`src/port_a_function_mux_map.vh`:
```
// Register offsets, field positions and reset values of the port A mux.
// Assumes a 32-bit AXI4-Lite slave with one aligned word per register.
`ifndef PORT_A_FUNCTION_MUX_MAP_VH
`define PORT_A_FUNCTION_MUX_MAP_VH

// Byte offsets
`define OFS_PROC_CTRL      8'h00
`define OFS_ALT_FUNC       8'h04
`define OFS_IF_MODE        8'h08
`define OFS_FIFO_POL       8'h0C
`define OFS_RESUME_CTRL    8'h10
`define OFS_PA_OUT         8'h14
`define OFS_PA_OE          8'h18
`define OFS_IRQ_TYPE       8'h1C
`define OFS_PA_PINS        8'h20
`define OFS_STATUS         8'h24

// Highest code address that the select strap can steer
`define CODE_INT_TOP       16'h1FFF

// Processor control fields
`define PC_CLK_SPD_LSB     3
`define PC_CLK_TRI         1
`define PC_SUSPEND         0
// Alternate function fields
`define AF_IRQ0            0
`define AF_IRQ1            1
// Interface mode encoding
`define IFM_SLAVE_FIFO     2'h3
// FIFO polarity fields
`define FP_READ_OE         4
`define FP_PKT_END         5
// Resume control fields
`define RC_ALT_EN          1
`define RC_ALT_POL         4
`define RC_PIN3_ALT        7
// Irq trigger type fields
`define IT_ZERO            0
`define IT_ONE             1
// Status fields
`define ST_IRQ0            0
`define ST_IRQ1            1
`define ST_RESUME          2
`define ST_SUSPENDED       3
`define ST_CODE_EXT        4
`define ST_OSC_RUN         5

// Clock speed codes
`define SPD_12             2'h0
`define SPD_24             2'h1
`define SPD_48             2'h2

// Reset values
`define RST_PROC_CTRL      8'h00
`define RST_ZERO8          8'h00
`define RST_PA_OE          8'h00

// Clock output half periods less one, in cycles of the 48 MHz reference tick
`define HALF_12            3'h1
`define HALF_24            3'h0

`endif
```
`src/clk_out_gen.v`:
```
// Clock output generator: divides a 48 MHz tick into 12/24/48 MHz.
// Assumes ref48_i is a clock-enable-free square wave locked to 24 MHz ref.
module clk_out_gen (
    input  wire       clk_i,
    input  wire       srst_i,
    input  wire       ref48_i,
    input  wire [1:0] speed_i,
    output wire       clk_o
);
`include "port_a_function_mux_map.vh"

    reg        ref_d_r;
    reg  [1:0] div_r;
    wire       rise = ref48_i & ~ref_d_r;

    always @(posedge clk_i) begin
        if (srst_i) begin
            ref_d_r <= 1'b0;
            div_r   <= 2'h0;
        end else begin
            ref_d_r <= ref48_i;
            if (rise)
                div_r <= div_r + 2'h1;
        end
    end

    // 48 MHz passes straight through to stay phase locked
    assign clk_o = (speed_i == `SPD_48) ? ref48_i :
                   (speed_i == `SPD_24) ? div_r[0] : div_r[1];

endmodule // clk_out_gen

```
`src/port_a_function_mux.v`:
```
// Port A pin function mux with code source select and clock output.
// Assumes AXI4-Lite master, synchronous pins and a 48 MHz reference tick.
// What this block does
// RULE1: Code up to 0x1FFF fetched internally when select low, externally high.
// RULE2: Clock output runs 12, 24 or 48 MHz; 12 MHz after reset.
// RULE3: Processor control bit 1 set floats the clock output pin.
// RULE4: Pin 0 is GPIO or active-low irq zero, by alt bit 0.
// RULE5: Irq zero edge triggered when type bit one, else level.
// RULE6: Pin 1 is GPIO or active-low irq one; type bit picks edge/level.
// RULE7: Pin 2 is GPIO or input-only FIFO read drive enable by mode.
// RULE8: FIFO read drive enable polarity from FIFO polarity bit 4.
// RULE9: Pin 3 is GPIO or resume input by resume bit 7 and OE bit 3.
// RULE10: Resume source enabled by bit 1, polarity from bit 4.
// RULE11: Resume transition in suspend restarts oscillator and interrupts processor.
// RULE12: Asserted enabled resume pin refuses entry to suspend.
// RULE13: Slave FIFO mode makes pins 4 and 5 input FIFO select bits.
// RULE14: Slave FIFO mode makes pin 6 packet end, polarity FIFO bit 5.
// RULE15: After reset all port A pins are inputs, drivers off.
//
// Decided for this implementation: the placing of the registers and register access over AXI4-Lite.
module port_a_function_mux (
    input  wire        clk_i,
    input  wire        srst_i,
    input  wire        code_source_select_i,
    input  wire [15:0] code_addr_i,
    output reg         code_from_ext_o,
    input  wire        ref48_i,
    output wire        clock_output_pin_o,
    output wire        clock_output_pin_oe_n_o,
    input  wire [6:0]  port_a_pin_i,
    output wire [6:0]  port_a_pin_o,
    output wire [6:0]  port_a_pin_oe_n_o,
    output reg         ext_irq_zero_o,
    output reg         ext_irq_one_o,
    output reg         fifo_read_drive_enable_o,
    output reg  [1:0]  fifo_select_o,
    output reg         packet_commit_strobe_o,
    output reg         resume_irq_o,
    output wire        osc_run_o,
    output wire        suspended_o,
    input  wire [7:0]  s_axi_awaddr,
    input  wire        s_axi_awvalid,
    output wire        s_axi_awready,
    input  wire [31:0] s_axi_wdata,
    input  wire [3:0]  s_axi_wstrb,
    input  wire        s_axi_wvalid,
    output wire        s_axi_wready,
    output reg  [1:0]  s_axi_bresp,
    output reg         s_axi_bvalid,
    input  wire        s_axi_bready,
    input  wire [7:0]  s_axi_araddr,
    input  wire        s_axi_arvalid,
    output wire        s_axi_arready,
    output reg  [31:0] s_axi_rdata,
    output reg  [1:0]  s_axi_rresp,
    output reg         s_axi_rvalid,
    input  wire        s_axi_rready
);
`include "port_a_function_mux_map.vh"

    localparam [15:0] INT_CODE_TOP = `CODE_INT_TOP;
    localparam [1:0]  RESP_OK      = 2'h0;
    localparam [1:0]  RESP_SLVERR  = 2'h2;

    reg  [7:0]  proc_ctrl_r;
    reg  [7:0]  alt_func_r;
    reg  [7:0]  if_mode_r;
    reg  [7:0]  fifo_pol_r;
    reg  [7:0]  resume_ctrl_r;
    reg  [7:0]  pa_out_r;
    reg  [7:0]  pa_oe_r;
    reg  [7:0]  irq_type_r;
    reg         irq0_d_r;
    reg         irq1_d_r;
    reg         resume_d_r;
    reg         suspended_r;
    reg         aw_held_r;
    reg         w_held_r;
    reg  [7:0]  aw_addr_r;
    reg  [31:0] w_data_r;
    reg  [3:0]  w_strb_r;
    reg  [31:0] rd_nxt;
    reg         rd_err_nxt;
    reg         wr_err;

    wire slave_fifo = (if_mode_r[1:0] == `IFM_SLAVE_FIFO);
    wire alt0       = alt_func_r[`AF_IRQ0];
    wire alt1       = alt_func_r[`AF_IRQ1];
    // Pin 3 leaves GPIO only while its driver is also off
    wire alt3       = resume_ctrl_r[`RC_PIN3_ALT] & ~pa_oe_r[3];
    wire resume_en  = resume_ctrl_r[`RC_ALT_EN];
    wire resume_lvl = port_a_pin_i[3] ~^ resume_ctrl_r[`RC_ALT_POL];
    wire resume_act = alt3 & resume_en & resume_lvl;

    // Output enables: alternate functions here are all input-only
    wire [6:0] alt_mask;
    assign alt_mask = {slave_fifo, slave_fifo, slave_fifo, alt3,
                       slave_fifo, alt1, alt0};           // RULE4 RULE6 RULE7 RULE9 RULE13 RULE14
    assign port_a_pin_o      = pa_out_r[6:0];
    assign port_a_pin_oe_n_o = ~(pa_oe_r[6:0] & ~alt_mask); // RULE15

    clk_out_gen u_clk_out_gen (
        .clk_i   (clk_i),
        .srst_i  (srst_i),
        .ref48_i (ref48_i),
        .speed_i (proc_ctrl_r[`PC_CLK_SPD_LSB+1:`PC_CLK_SPD_LSB]),
        .clk_o   (clock_output_pin_o)                     // RULE2
    );
    assign clock_output_pin_oe_n_o = proc_ctrl_r[`PC_CLK_TRI]; // RULE3

    assign osc_run_o   = ~suspended_r;
    assign suspended_o = suspended_r;

    // Pin function logic
    always @(posedge clk_i) begin
        if (srst_i) begin
            code_from_ext_o          <= 1'b0;
            ext_irq_zero_o           <= 1'b0;
            ext_irq_one_o            <= 1'b0;
            fifo_read_drive_enable_o <= 1'b0;
            fifo_select_o            <= 2'h0;
            packet_commit_strobe_o   <= 1'b0;
            resume_irq_o             <= 1'b0;
            irq0_d_r                 <= 1'b1;
            irq1_d_r                 <= 1'b1;
            resume_d_r               <= 1'b0;
        end else begin
            code_from_ext_o <= (code_addr_i <= INT_CODE_TOP) ?
                               code_source_select_i : 1'b1; // RULE1
            irq0_d_r   <= port_a_pin_i[0];
            irq1_d_r   <= port_a_pin_i[1];
            resume_d_r <= port_a_pin_i[3];
            if (!alt0)
                ext_irq_zero_o <= 1'b0;
            else if (irq_type_r[`IT_ZERO])
                ext_irq_zero_o <= irq0_d_r & ~port_a_pin_i[0]; // RULE5
            else
                ext_irq_zero_o <= ~port_a_pin_i[0];         // RULE4 RULE5
            if (!alt1)
                ext_irq_one_o <= 1'b0;
            else if (irq_type_r[`IT_ONE])
                ext_irq_one_o <= irq1_d_r & ~port_a_pin_i[1]; // RULE6
            else
                ext_irq_one_o <= ~port_a_pin_i[1];          // RULE6
            fifo_read_drive_enable_o <= slave_fifo &
                (port_a_pin_i[2] ~^ fifo_pol_r[`FP_READ_OE]); // RULE7 RULE8
            fifo_select_o <= slave_fifo ? port_a_pin_i[5:4] : 2'h0; // RULE13
            packet_commit_strobe_o <= slave_fifo &
                (port_a_pin_i[6] ~^ fifo_pol_r[`FP_PKT_END]); // RULE14
            // Any transition counts, so either polarity wakes the core
            resume_irq_o <= suspended_r & alt3 & resume_en &
                            (resume_d_r ^ port_a_pin_i[3]); // RULE10 RULE11
        end
    end

    // AXI4-Lite write channel
    assign s_axi_awready = ~aw_held_r & ~s_axi_bvalid;
    assign s_axi_wready  = ~w_held_r & ~s_axi_bvalid;
    assign s_axi_arready = ~s_axi_rvalid;

    wire       aw_fire = s_axi_awvalid & s_axi_awready;
    wire       w_fire  = s_axi_wvalid & s_axi_wready;
    wire       aw_ok   = aw_held_r | aw_fire;
    wire       w_ok    = w_held_r | w_fire;
    wire       do_wr   = aw_ok & w_ok;
    wire [7:0] wa      = aw_held_r ? aw_addr_r : s_axi_awaddr;
    wire [7:0] wd      = w_held_r ? w_data_r[7:0] : s_axi_wdata[7:0];
    wire       wl      = w_held_r ? w_strb_r[0] : s_axi_wstrb[0];

    always @* begin
        case (wa)
            `OFS_PROC_CTRL, `OFS_ALT_FUNC, `OFS_IF_MODE, `OFS_FIFO_POL,
            `OFS_RESUME_CTRL, `OFS_PA_OUT, `OFS_PA_OE, `OFS_IRQ_TYPE:
                wr_err = 1'b0;
            default:
                wr_err = 1'b1;
        endcase
    end

    always @(posedge clk_i) begin
        if (srst_i) begin
            proc_ctrl_r   <= `RST_PROC_CTRL;
            alt_func_r    <= `RST_ZERO8;
            if_mode_r     <= `RST_ZERO8;
            fifo_pol_r    <= `RST_ZERO8;
            resume_ctrl_r <= `RST_ZERO8;
            pa_out_r      <= `RST_ZERO8;
            pa_oe_r       <= `RST_PA_OE;                    // RULE15
            irq_type_r    <= `RST_ZERO8;
            aw_held_r     <= 1'b0;
            w_held_r      <= 1'b0;
            aw_addr_r     <= 8'h00;
            w_data_r      <= 32'h0000_0000;
            w_strb_r      <= 4'h0;
            s_axi_bvalid  <= 1'b0;
            s_axi_bresp   <= RESP_OK;
            suspended_r   <= 1'b0;
        end else begin
            if (aw_fire) begin
                aw_addr_r <= s_axi_awaddr;
                aw_held_r <= 1'b1;
            end
            if (w_fire) begin
                w_data_r <= s_axi_wdata;
                w_strb_r <= s_axi_wstrb;
                w_held_r <= 1'b1;
            end
            if (s_axi_bvalid && s_axi_bready)
                s_axi_bvalid <= 1'b0;
            // Suspend request is self-clearing; wake-up ends it
            if (suspended_r && (resume_irq_o || proc_ctrl_r[`PC_SUSPEND]))
                suspended_r <= 1'b0;                        // RULE11
            proc_ctrl_r[`PC_SUSPEND] <= 1'b0;
            if (proc_ctrl_r[`PC_SUSPEND] && !suspended_r && !resume_act)
                suspended_r <= 1'b1;                        // RULE12
            if (do_wr) begin
                aw_held_r    <= 1'b0;
                w_held_r     <= 1'b0;
                s_axi_bvalid <= 1'b1;
                s_axi_bresp  <= wr_err ? RESP_SLVERR : RESP_OK;
                if (wl) begin
                    case (wa)
                        `OFS_PROC_CTRL:   proc_ctrl_r   <= wd;
                        `OFS_ALT_FUNC:    alt_func_r    <= wd;
                        `OFS_IF_MODE:     if_mode_r     <= wd;
                        `OFS_FIFO_POL:    fifo_pol_r    <= wd;
                        `OFS_RESUME_CTRL: resume_ctrl_r <= wd;
                        `OFS_PA_OUT:      pa_out_r      <= wd;
                        `OFS_PA_OE:       pa_oe_r       <= wd;
                        `OFS_IRQ_TYPE:    irq_type_r    <= wd;
                        default:          ;
                    endcase
                end
            end
        end
    end

    // AXI4-Lite read channel
    always @* begin
        rd_nxt     = 32'h0000_0000;
        rd_err_nxt = 1'b0;
        case (s_axi_araddr)
            `OFS_PROC_CTRL:   rd_nxt[7:0] = proc_ctrl_r;
            `OFS_ALT_FUNC:    rd_nxt[7:0] = alt_func_r;
            `OFS_IF_MODE:     rd_nxt[7:0] = if_mode_r;
            `OFS_FIFO_POL:    rd_nxt[7:0] = fifo_pol_r;
            `OFS_RESUME_CTRL: rd_nxt[7:0] = resume_ctrl_r;
            `OFS_PA_OUT:      rd_nxt[7:0] = pa_out_r;
            `OFS_PA_OE:       rd_nxt[7:0] = pa_oe_r;
            `OFS_IRQ_TYPE:    rd_nxt[7:0] = irq_type_r;
            `OFS_PA_PINS:     rd_nxt[6:0] = port_a_pin_i;
            `OFS_STATUS: begin
                rd_nxt[`ST_IRQ0]      = ext_irq_zero_o;
                rd_nxt[`ST_IRQ1]      = ext_irq_one_o;
                rd_nxt[`ST_RESUME]    = resume_act;
                rd_nxt[`ST_SUSPENDED] = suspended_r;
                rd_nxt[`ST_CODE_EXT]  = code_from_ext_o;
                rd_nxt[`ST_OSC_RUN]   = ~suspended_r;
            end
            default:          rd_err_nxt = 1'b1;
        endcase
    end

    always @(posedge clk_i) begin
        if (srst_i) begin
            s_axi_rvalid <= 1'b0;
            s_axi_rdata  <= 32'h0000_0000;
            s_axi_rresp  <= RESP_OK;
        end else if (s_axi_arvalid && s_axi_arready) begin
            s_axi_rvalid <= 1'b1;
            s_axi_rdata  <= rd_nxt;
            s_axi_rresp  <= rd_err_nxt ? RESP_SLVERR : RESP_OK;
        end else if (s_axi_rvalid && s_axi_rready) begin
            s_axi_rvalid <= 1'b0;
        end
    end

endmodule // port_a_function_mux

```
`config.mk`:
```
export PLATFORM = sky130hd
export DESIGN_NAME = port_a_function_mux
export DESIGN_NICKNAME = d
export VERILOG_FILES = /design/src/clk_out_gen.v /design/src/port_a_function_mux.v
export VERILOG_INCLUDE_DIRS = /design/src /design/src/src
export SDC_FILE = /design/constraint.sdc
export NUM_CORES = 1
export LEC_CHECK = 0
export BUFFER_PORTS_ARGS = -buffer_cell sky130_fd_sc_hd__buf_2
export CAP_MARGIN = 40
export CORE_UTILIZATION = 53
export CTS_BUF_LIST = sky130_fd_sc_hd__clkbuf_16
export DETAILED_ROUTE_END_ITERATION = 6
export PLACE_DENSITY = 0.81
export RECOVER_POWER = 50
export SYNTH_ARGS = -nofsm -noshare
export SYNTH_HDL_FRONTEND = slang
export SYNTH_SLANG_ARGS = --single-unit
export TNS_END_PERCENT = 20
```
`constraint.sdc`:
```
create_clock -name clk_i -period 2.6 [get_ports clk_i]
set_input_delay 0.26 -clock clk_i [delete_from_list [all_inputs] [get_ports clk_i]]
set_output_delay 0.26 -clock clk_i [all_outputs]
set_load 0.05 [all_outputs]
```
# Word-level counts from Yosys, hierarchy flattened
# Memories as Yosys holds them, arrays and structs flattened.
# Index checks and enable logic that the tools add are counted.
[classes]
muxes = 20
bitwise = 40
n_eq_ne = 19
n_reduce_logical = 29
n_addsub = 1
magnitude_cmp = 1
[op_table]
columns = ["op", "count"]
rows = [
  ["8-bit by 5-bit == test with 1-bit output (second input constant)", 8],
  ["6-bit one-hot mux with 10 select lines", 1],
  ["8-bit by 4-bit == test with 1-bit output (second input constant)", 4],
  ["3-bit AND reduction", 8],
  ["1-bit AND", 16],
  ["8-bit by 3-bit == test with 1-bit output (second input constant)", 2],
  ["8-bit by 6-bit == test with 1-bit output (second input constant)", 2],
  ["16-bit by 13-bit less-or-equal comparator with 1-bit output (second input constant)", 1],
  ["8-bit zero test", 2],
  ["8-bit two-way mux", 2],
  ["1-bit inverter", 15],
  ["7-bit inverter", 2],
  ["1-bit two-way mux", 13],
  ["10-bit OR reduction", 1],
  ["1-bit one-hot mux with 9 select lines", 1],
  ["1-bit one-hot mux with 8 select lines", 1],
  ["2-bit OR reduction", 4],
  ["7-bit AND", 1],
  ["1-bit logical AND", 6],
  ["2-bit nonzero test", 3],
  ["2-bit == test (second input constant)", 2],
  ["2-bit two-way mux", 2],
  ["4-bit OR reduction", 1],
  ["3-bit zero test", 1],
  ["7 further kinds", 11],
]
[word_totals]
elab_cells = 143
rom_bits = 32
memories = 1
out_inout_bits = 67
reg_bits = 112
[memory_table]
columns = ["memory", "words", "width", "rd", "rd_clocked_by_memory_dff", "wr", "line_no", "text"]
rows = [
  ["(no name shown)", 32, 1, 1, 0, 0, "port_a_function_mux.v:171", "case (wa)"],
]

# Longest topological paths before layout
[logic_depth]
ltp_word = 7
ltp_mapped = 7
ltp_nobuf = 5

# Modules after synthesis
# Synthesis repeated with hierarchy kept, for this count alone.
[hier_totals]
cells_unflattened = 575
hier_area_um2 = 5480.3
[by_module_without_submodules]
columns = ["mod", "area_per_inst_um2", "seq_area_each_um2", "cells_each", "instances"]
rows = [
  ["port_a_function_mux", 5343.9, 2142.1, 560, 1],
  ["clk_out_gen", 136.4, 60.1, 15, 1],
]

# Worst setup path before layout
# OpenSTA, ideal clock, no wires.
[synth_timing]
path_kind = "register -> register"
start = "register s_axi_bvalid"
end = "register aw_addr_r[6]"
arrival_time_ps = 2107
setup_time_ps = 128
n_path_buf = 1
path_slack_ps = 366
period_less_slack_ps = 2234
path_stages_with_launch = 6
path_cell_list = "dfxtp_1 nor2_1 and2_1 clkbuf_1 mux2i_1 nor2_1"
[synth_via]
elab_chain_len = 3
[synth_lines]
columns = ["item", "line_no", "text"]
rows = [
  ["from (decl)", "port_a_function_mux.v:49", "output reg s_axi_bvalid,"],
  ["from (signal assigned)", "port_a_function_mux.v:195", "s_axi_bvalid <= 1'b0;"],
  ["from (signal assigned)", "port_a_function_mux.v:209", "s_axi_bvalid <= 1'b0;"],
  ["from (signal assigned)", "port_a_function_mux.v:219", "s_axi_bvalid <= 1'b1;"],
  ["1-bit inverter", "port_a_function_mux.v:157", "assign s_axi_awready = ~aw_held_r & ~s_axi_bvalid;"],
  ["1-bit AND", "port_a_function_mux.v:157", ""],
  ["via s_axi_awready", "port_a_function_mux.v:43", "output wire s_axi_awready,"],
  ["1-bit AND", "port_a_function_mux.v:161", "wire aw_fire = s_axi_awvalid & s_axi_awready;"],
  ["to (signal assigned)", "port_a_function_mux.v:200", "aw_addr_r <= s_axi_awaddr;"],
  ["to (decl)", "port_a_function_mux.v:79", "reg [7:0] aw_addr_r;"],
]
# The timed path passes the listed nets, and every way through them passes these cells.
# A chain may end at the register's enable or synchronous reset.

# Worst setup path in the final report
[layout_timing]
start = "register aw_held_r"
end = "register alt_func_r[4]"
[layout_via]
elab_chain_len = 6
elab_cells_between_ends = 8
[layout_lines]
columns = ["item", "line_no", "text"]
rows = [
  ["from (decl)", "port_a_function_mux.v:77", "reg aw_held_r;"],
  ["from (signal assigned)", "port_a_function_mux.v:190", "aw_held_r <= 1'b0;"],
  ["from (signal assigned)", "port_a_function_mux.v:201", "aw_held_r <= 1'b1;"],
  ["from (signal assigned)", "port_a_function_mux.v:217", "aw_held_r <= 1'b0;"],
  ["1-bit inverter", "port_a_function_mux.v:157", ""],
  ["1-bit AND", "port_a_function_mux.v:157", ""],
  ["1-bit AND", "port_a_function_mux.v:161", ""],
  ["1-bit bitwise OR", "port_a_function_mux.v:163", "wire aw_ok = aw_held_r | aw_fire;"],
  ["1-bit AND", "port_a_function_mux.v:165", "wire do_wr = aw_ok & w_ok;"],
  ["3-bit AND reduction (no line) *", "-", ""],
  ["to (signal assigned)", "port_a_function_mux.v:183", "alt_func_r <= `RST_ZERO8;"],
  ["to (signal assigned)", "port_a_function_mux.v:224", "`OFS_ALT_FUNC: alt_func_r <= wd;"],
  ["to (decl)", "port_a_function_mux.v:66", "reg [7:0] alt_func_r;"],
]
# Mark *: on every way between the ends. The rest lies on a longest branch, timed or not.

==> results.py <==
metrics = {
    "outcome": {
        "status": "finished with violations",
        "violations": "design-rule violations, max-capacitance violations, max-slew violations",
    },
    "drt": {
        "dr_wl_met2_um": 6340,
        "wl_met1_um": 6070,
        "viasPerCell": 5.66,
        "drt-total-wl_um": 13600,
        "first_iter_violations": 258,
        "final_antenna_net_count": 0,
        "dr_wl_met3_um": 908,
        "wl_per_cell_um": 17.1,
        "top_layer_used": "met4",
        "firstDrtPassIters": 6,
        "drc": 2,
        "num_vias": 4505,
    },
    "global_route": {
        "antenna_found_initial": 0,
        "grt_max_degree": 50,
        "grt_pass1_vias": 4272,
        "grt_overflow": 0,
        "grt_use_total": 0.252,
        "grt_first_pass_wirelength_um": 21900,
    },
    "synth": {
        "ys.flop_type": "dfxtp_1",
        "post_synth_inst_count": 593,
        "synth-xor-area-share": 0.00941,
        "ys_types": 59,
        "synth_area_leader_cell": "dfxtp_1",
        "synthAdderAreaFrac": 0,
        "synth_area_leaders": "dfxtp_1 39%, mux2i_1 16%, nand2b_1 7.8%",
        "syn_avg_cell_area_um2": 9.41,
        "synthSimpleGateAreaFrac": 0.233,
        "synth_top_area_frac": 0.395,
        "synth_edf_count": 0,
        "ys_warn_count": 0,
        "ys_seq_area_frac": 0.395,
        "synthArstFlopShare": 0,
        "synth_compound_area_frac": 0.0946,
        "synth-seq-cells": 110,
        "synth_top_family_by_area": "simple AND/OR/NAND/NOR gates",
        "synth_mux_area_frac": 0.187,
        "synth_area_um2": 5580,
        "synthMostInstantiatedCell": "dfxtp_1",
        "ys_top_cells_by_count": "110 x dfxtp_1, 92 x mux2i_1, 70 x nand2b_1, 43 x nand2_1, 39 x buf_4",
    },
    "sta": {
        "holdWs_ps": 97.0,
        "fin_crit_ps": 2390,
        "rsz0062_at_grt": "no",
        "finalHoldViolCount": 0,
        "slew_headroom": -0.0708,
        "max_freq_mhz": 419,
        "fin_tns_setup_ps": 0,
        "final_max_slew_viol_count": 50,
        "tightest_slew_ps": 1610,
        "skew_ps": 11.5,
        "min_period_over_period": 0.919,
        "setup_violations": 0,
    },
    "finish": {
        "multiInputGateArea_um2": 3020,
        "post-route-util": 0.600,
        "fin_nets": 739,
        "diodes": 0,
        "regArea_um2": 2200,
        "layout.cells.non_filler": 796,
        "drive_gt1_frac": 0.159,
        "n_fill_cell": 910,
        "area_delta_synth_final_pct": 10.5,
    },
    "pwr": {
        "swShare": 0.287,
        "max-vdd-ir-drop_uv": 392,
        "power_density_nw_per_um2": 600,
        "p_seq_frac": 0.476,
        "p_int_w": 0.00264,
        "power.share.clock": 0.381,
        "combPwrFrac": 0.143,
        "p_leak_nw": 2.15,
        "switchingPower_w": 0.00106,
    },
    "clock_network": {
        "clkLatencyLatePin_ps": 350,
        "postCtsSetupBuffers": 0,
        "cts_tree": "built",
        "clk_path_buf_depth": 2,
        "clock-root-buffer": "clkbuf_16",
        "ctsResizeCount": 0,
        "hold_buffers": 0,
        "htree_levels": 3,
        "path_clk_slew_ps": 70,
        "cts_num_sinks": 110,
        "numCtsBuffers": 9,
    },
    "placement": {
        "gp_congestion": 0.905,
        "dp_hpwl_um": 9950,
        "dp_cells": 780,
        "portBuffers": 84,
    },
    "floorplan": {
        "die-area_um2": 10900,
        "die_h_um": 105,
        "coreArea_um2": 10300,
        "start_util": 0.543,
        "rows": 37,
        "fp.dieW_um": 105,
        "num_io_pins": 151,
    },
    "critical_path": {
        "path_max_fanout": 12,
        "worst_ep_required_time_ps": 2860,
        "setup.worst_path.start": "aw_held_r$_SDFFE_PP0P_",
        "timing.rr.start": "aw_held_r$_SDFFE_PP0P_",
        "start_kind": "flop",
        "cp-end-kind": "flop",
        "cp_data_arrival_time_ps": 2650,
        "worstSetupPathType": "flop to flop",
    },
    "flow_run": {
        "maxCapViolCount": 1,
    },
    "hold_path": {
        "hold_start": "s_axi_rready",
        "hold_path.class": "input port to flop",
    },
}
==> state kept, by name, indices dropped and copies added (netlist names), 2 cells and up <==
signal and cells:
alt_func_r 8, aw_addr_r 8, fifo_pol_r 8, if_mode_r 8, irq_type_r 8, pa_oe_r 8, pa_out_r 8, proc_ctrl_r 8
resume_ctrl_r 8, s_axi_rdata 8, w_data_r 8, fifo_select_o 2, u_clk_out_gen.div_r 2
==> power by group through the flow <==
stage	combinational (W)	clock, W	sequential [W]
final	0.000531	0.00141	0.00176
after global routing	0.000570	0.00150	0.00177
after CTS	0.000533	0.00142	0.00176
after detailed placement	0.000532	0	0.00180
after global placement	0.000520	0	0.00180
after floorplan	0.000415	0	0.00182
==> layout by cell type (no fill, tap or decap), types with 9 or more instances in the layout <==
| cell type | netlist | layout |
|---|---|---|
| inv_1 | 10 | 10 |
| nor2b_1 | 9 | 9 |
| a21oi_1 | 22 | 22 |
| nor4_1 | 9 | 9 |
| nor3_1 | 13 | 13 |
| nand2_1 | 43 | 43 |
| or2_2 | 10 | 10 |
| buf_2 | 1 | 45 |
| conb_1 | 1 | 26 |
| nor2_1 | 30 | 30 |
| mux2i_1 | 92 | 92 |
| dfxtp_1 | 110 | 110 |
| clkbuf_16 | 0 | 9 |
| nand2b_1 | 70 | 70 |
| clkbuf_1 | 23 | 42 |
==> critical path, cell delays in order (launching register included) <==
cell     delay, ps
dfxtp_1        580
inv_1          240
o31ai_2        480
o21ai_1        290
nor2_4         440
mux2i_1        260
==> layer usage <==
| layer | track usage | up-vias |
|---|---|---|
| met3 | 0.0437 | 25 |
| met5 | 0 | - |
| met4 | 0.0875 | 0 |
| met1 | 0.334 | 2142 |
| met2 | 0.415 | 208 |
| li1 | - | 2130 |
==> final timing paths <==
kind,to,slack (ps),depth (start not counted)
setup reg to reg,alt_func_r[4]$_SDFFE_PP0P_,210,5
setup / recovery,alt_func_r[4]$_SDFFE_PP0P_,210,5
hold reg to reg,w_data_r[2]$_SDFFE_PP0P_,460,2
hold / removal,s_axi_rvalid$_SDFFE_PP0P_,100,2
==> area by class of cell <==
cell class | instances | share of cell area
clock buffers | 9 | 0.0365
clock inverters | 7 | 0.0134
inverters | 10 | 0.00609
multi-input cells | 431 | 0.490
flip-flops and latches | 110 | 0.357
well taps | 136 | 0.0276
repair buffers | 93 | 0.0694
==> per-stage QoR <==
step           total power (W)  area (um2)  worst slack (ps)
2_1_floorplan          0.00224        5680               366
3_3_place_gp           0.00232        5920               424
3_5_place_dp           0.00233        5920               280
4_1_cts                0.00371        6230               278
5_1_grt                0.00384        6170              57.0
6_report               0.00370        6170               211
==> cell families after synthesis <==
family | count (synthesis)
DFF | 110
AOI/OAI and AO/OA | 72
muxes | 101
xor gates and xnor gates | 6
other | 1
and+or+nand+nor | 226
buffers and inverters | 77
No activity file was read; power rests on OpenSTA's default activity.
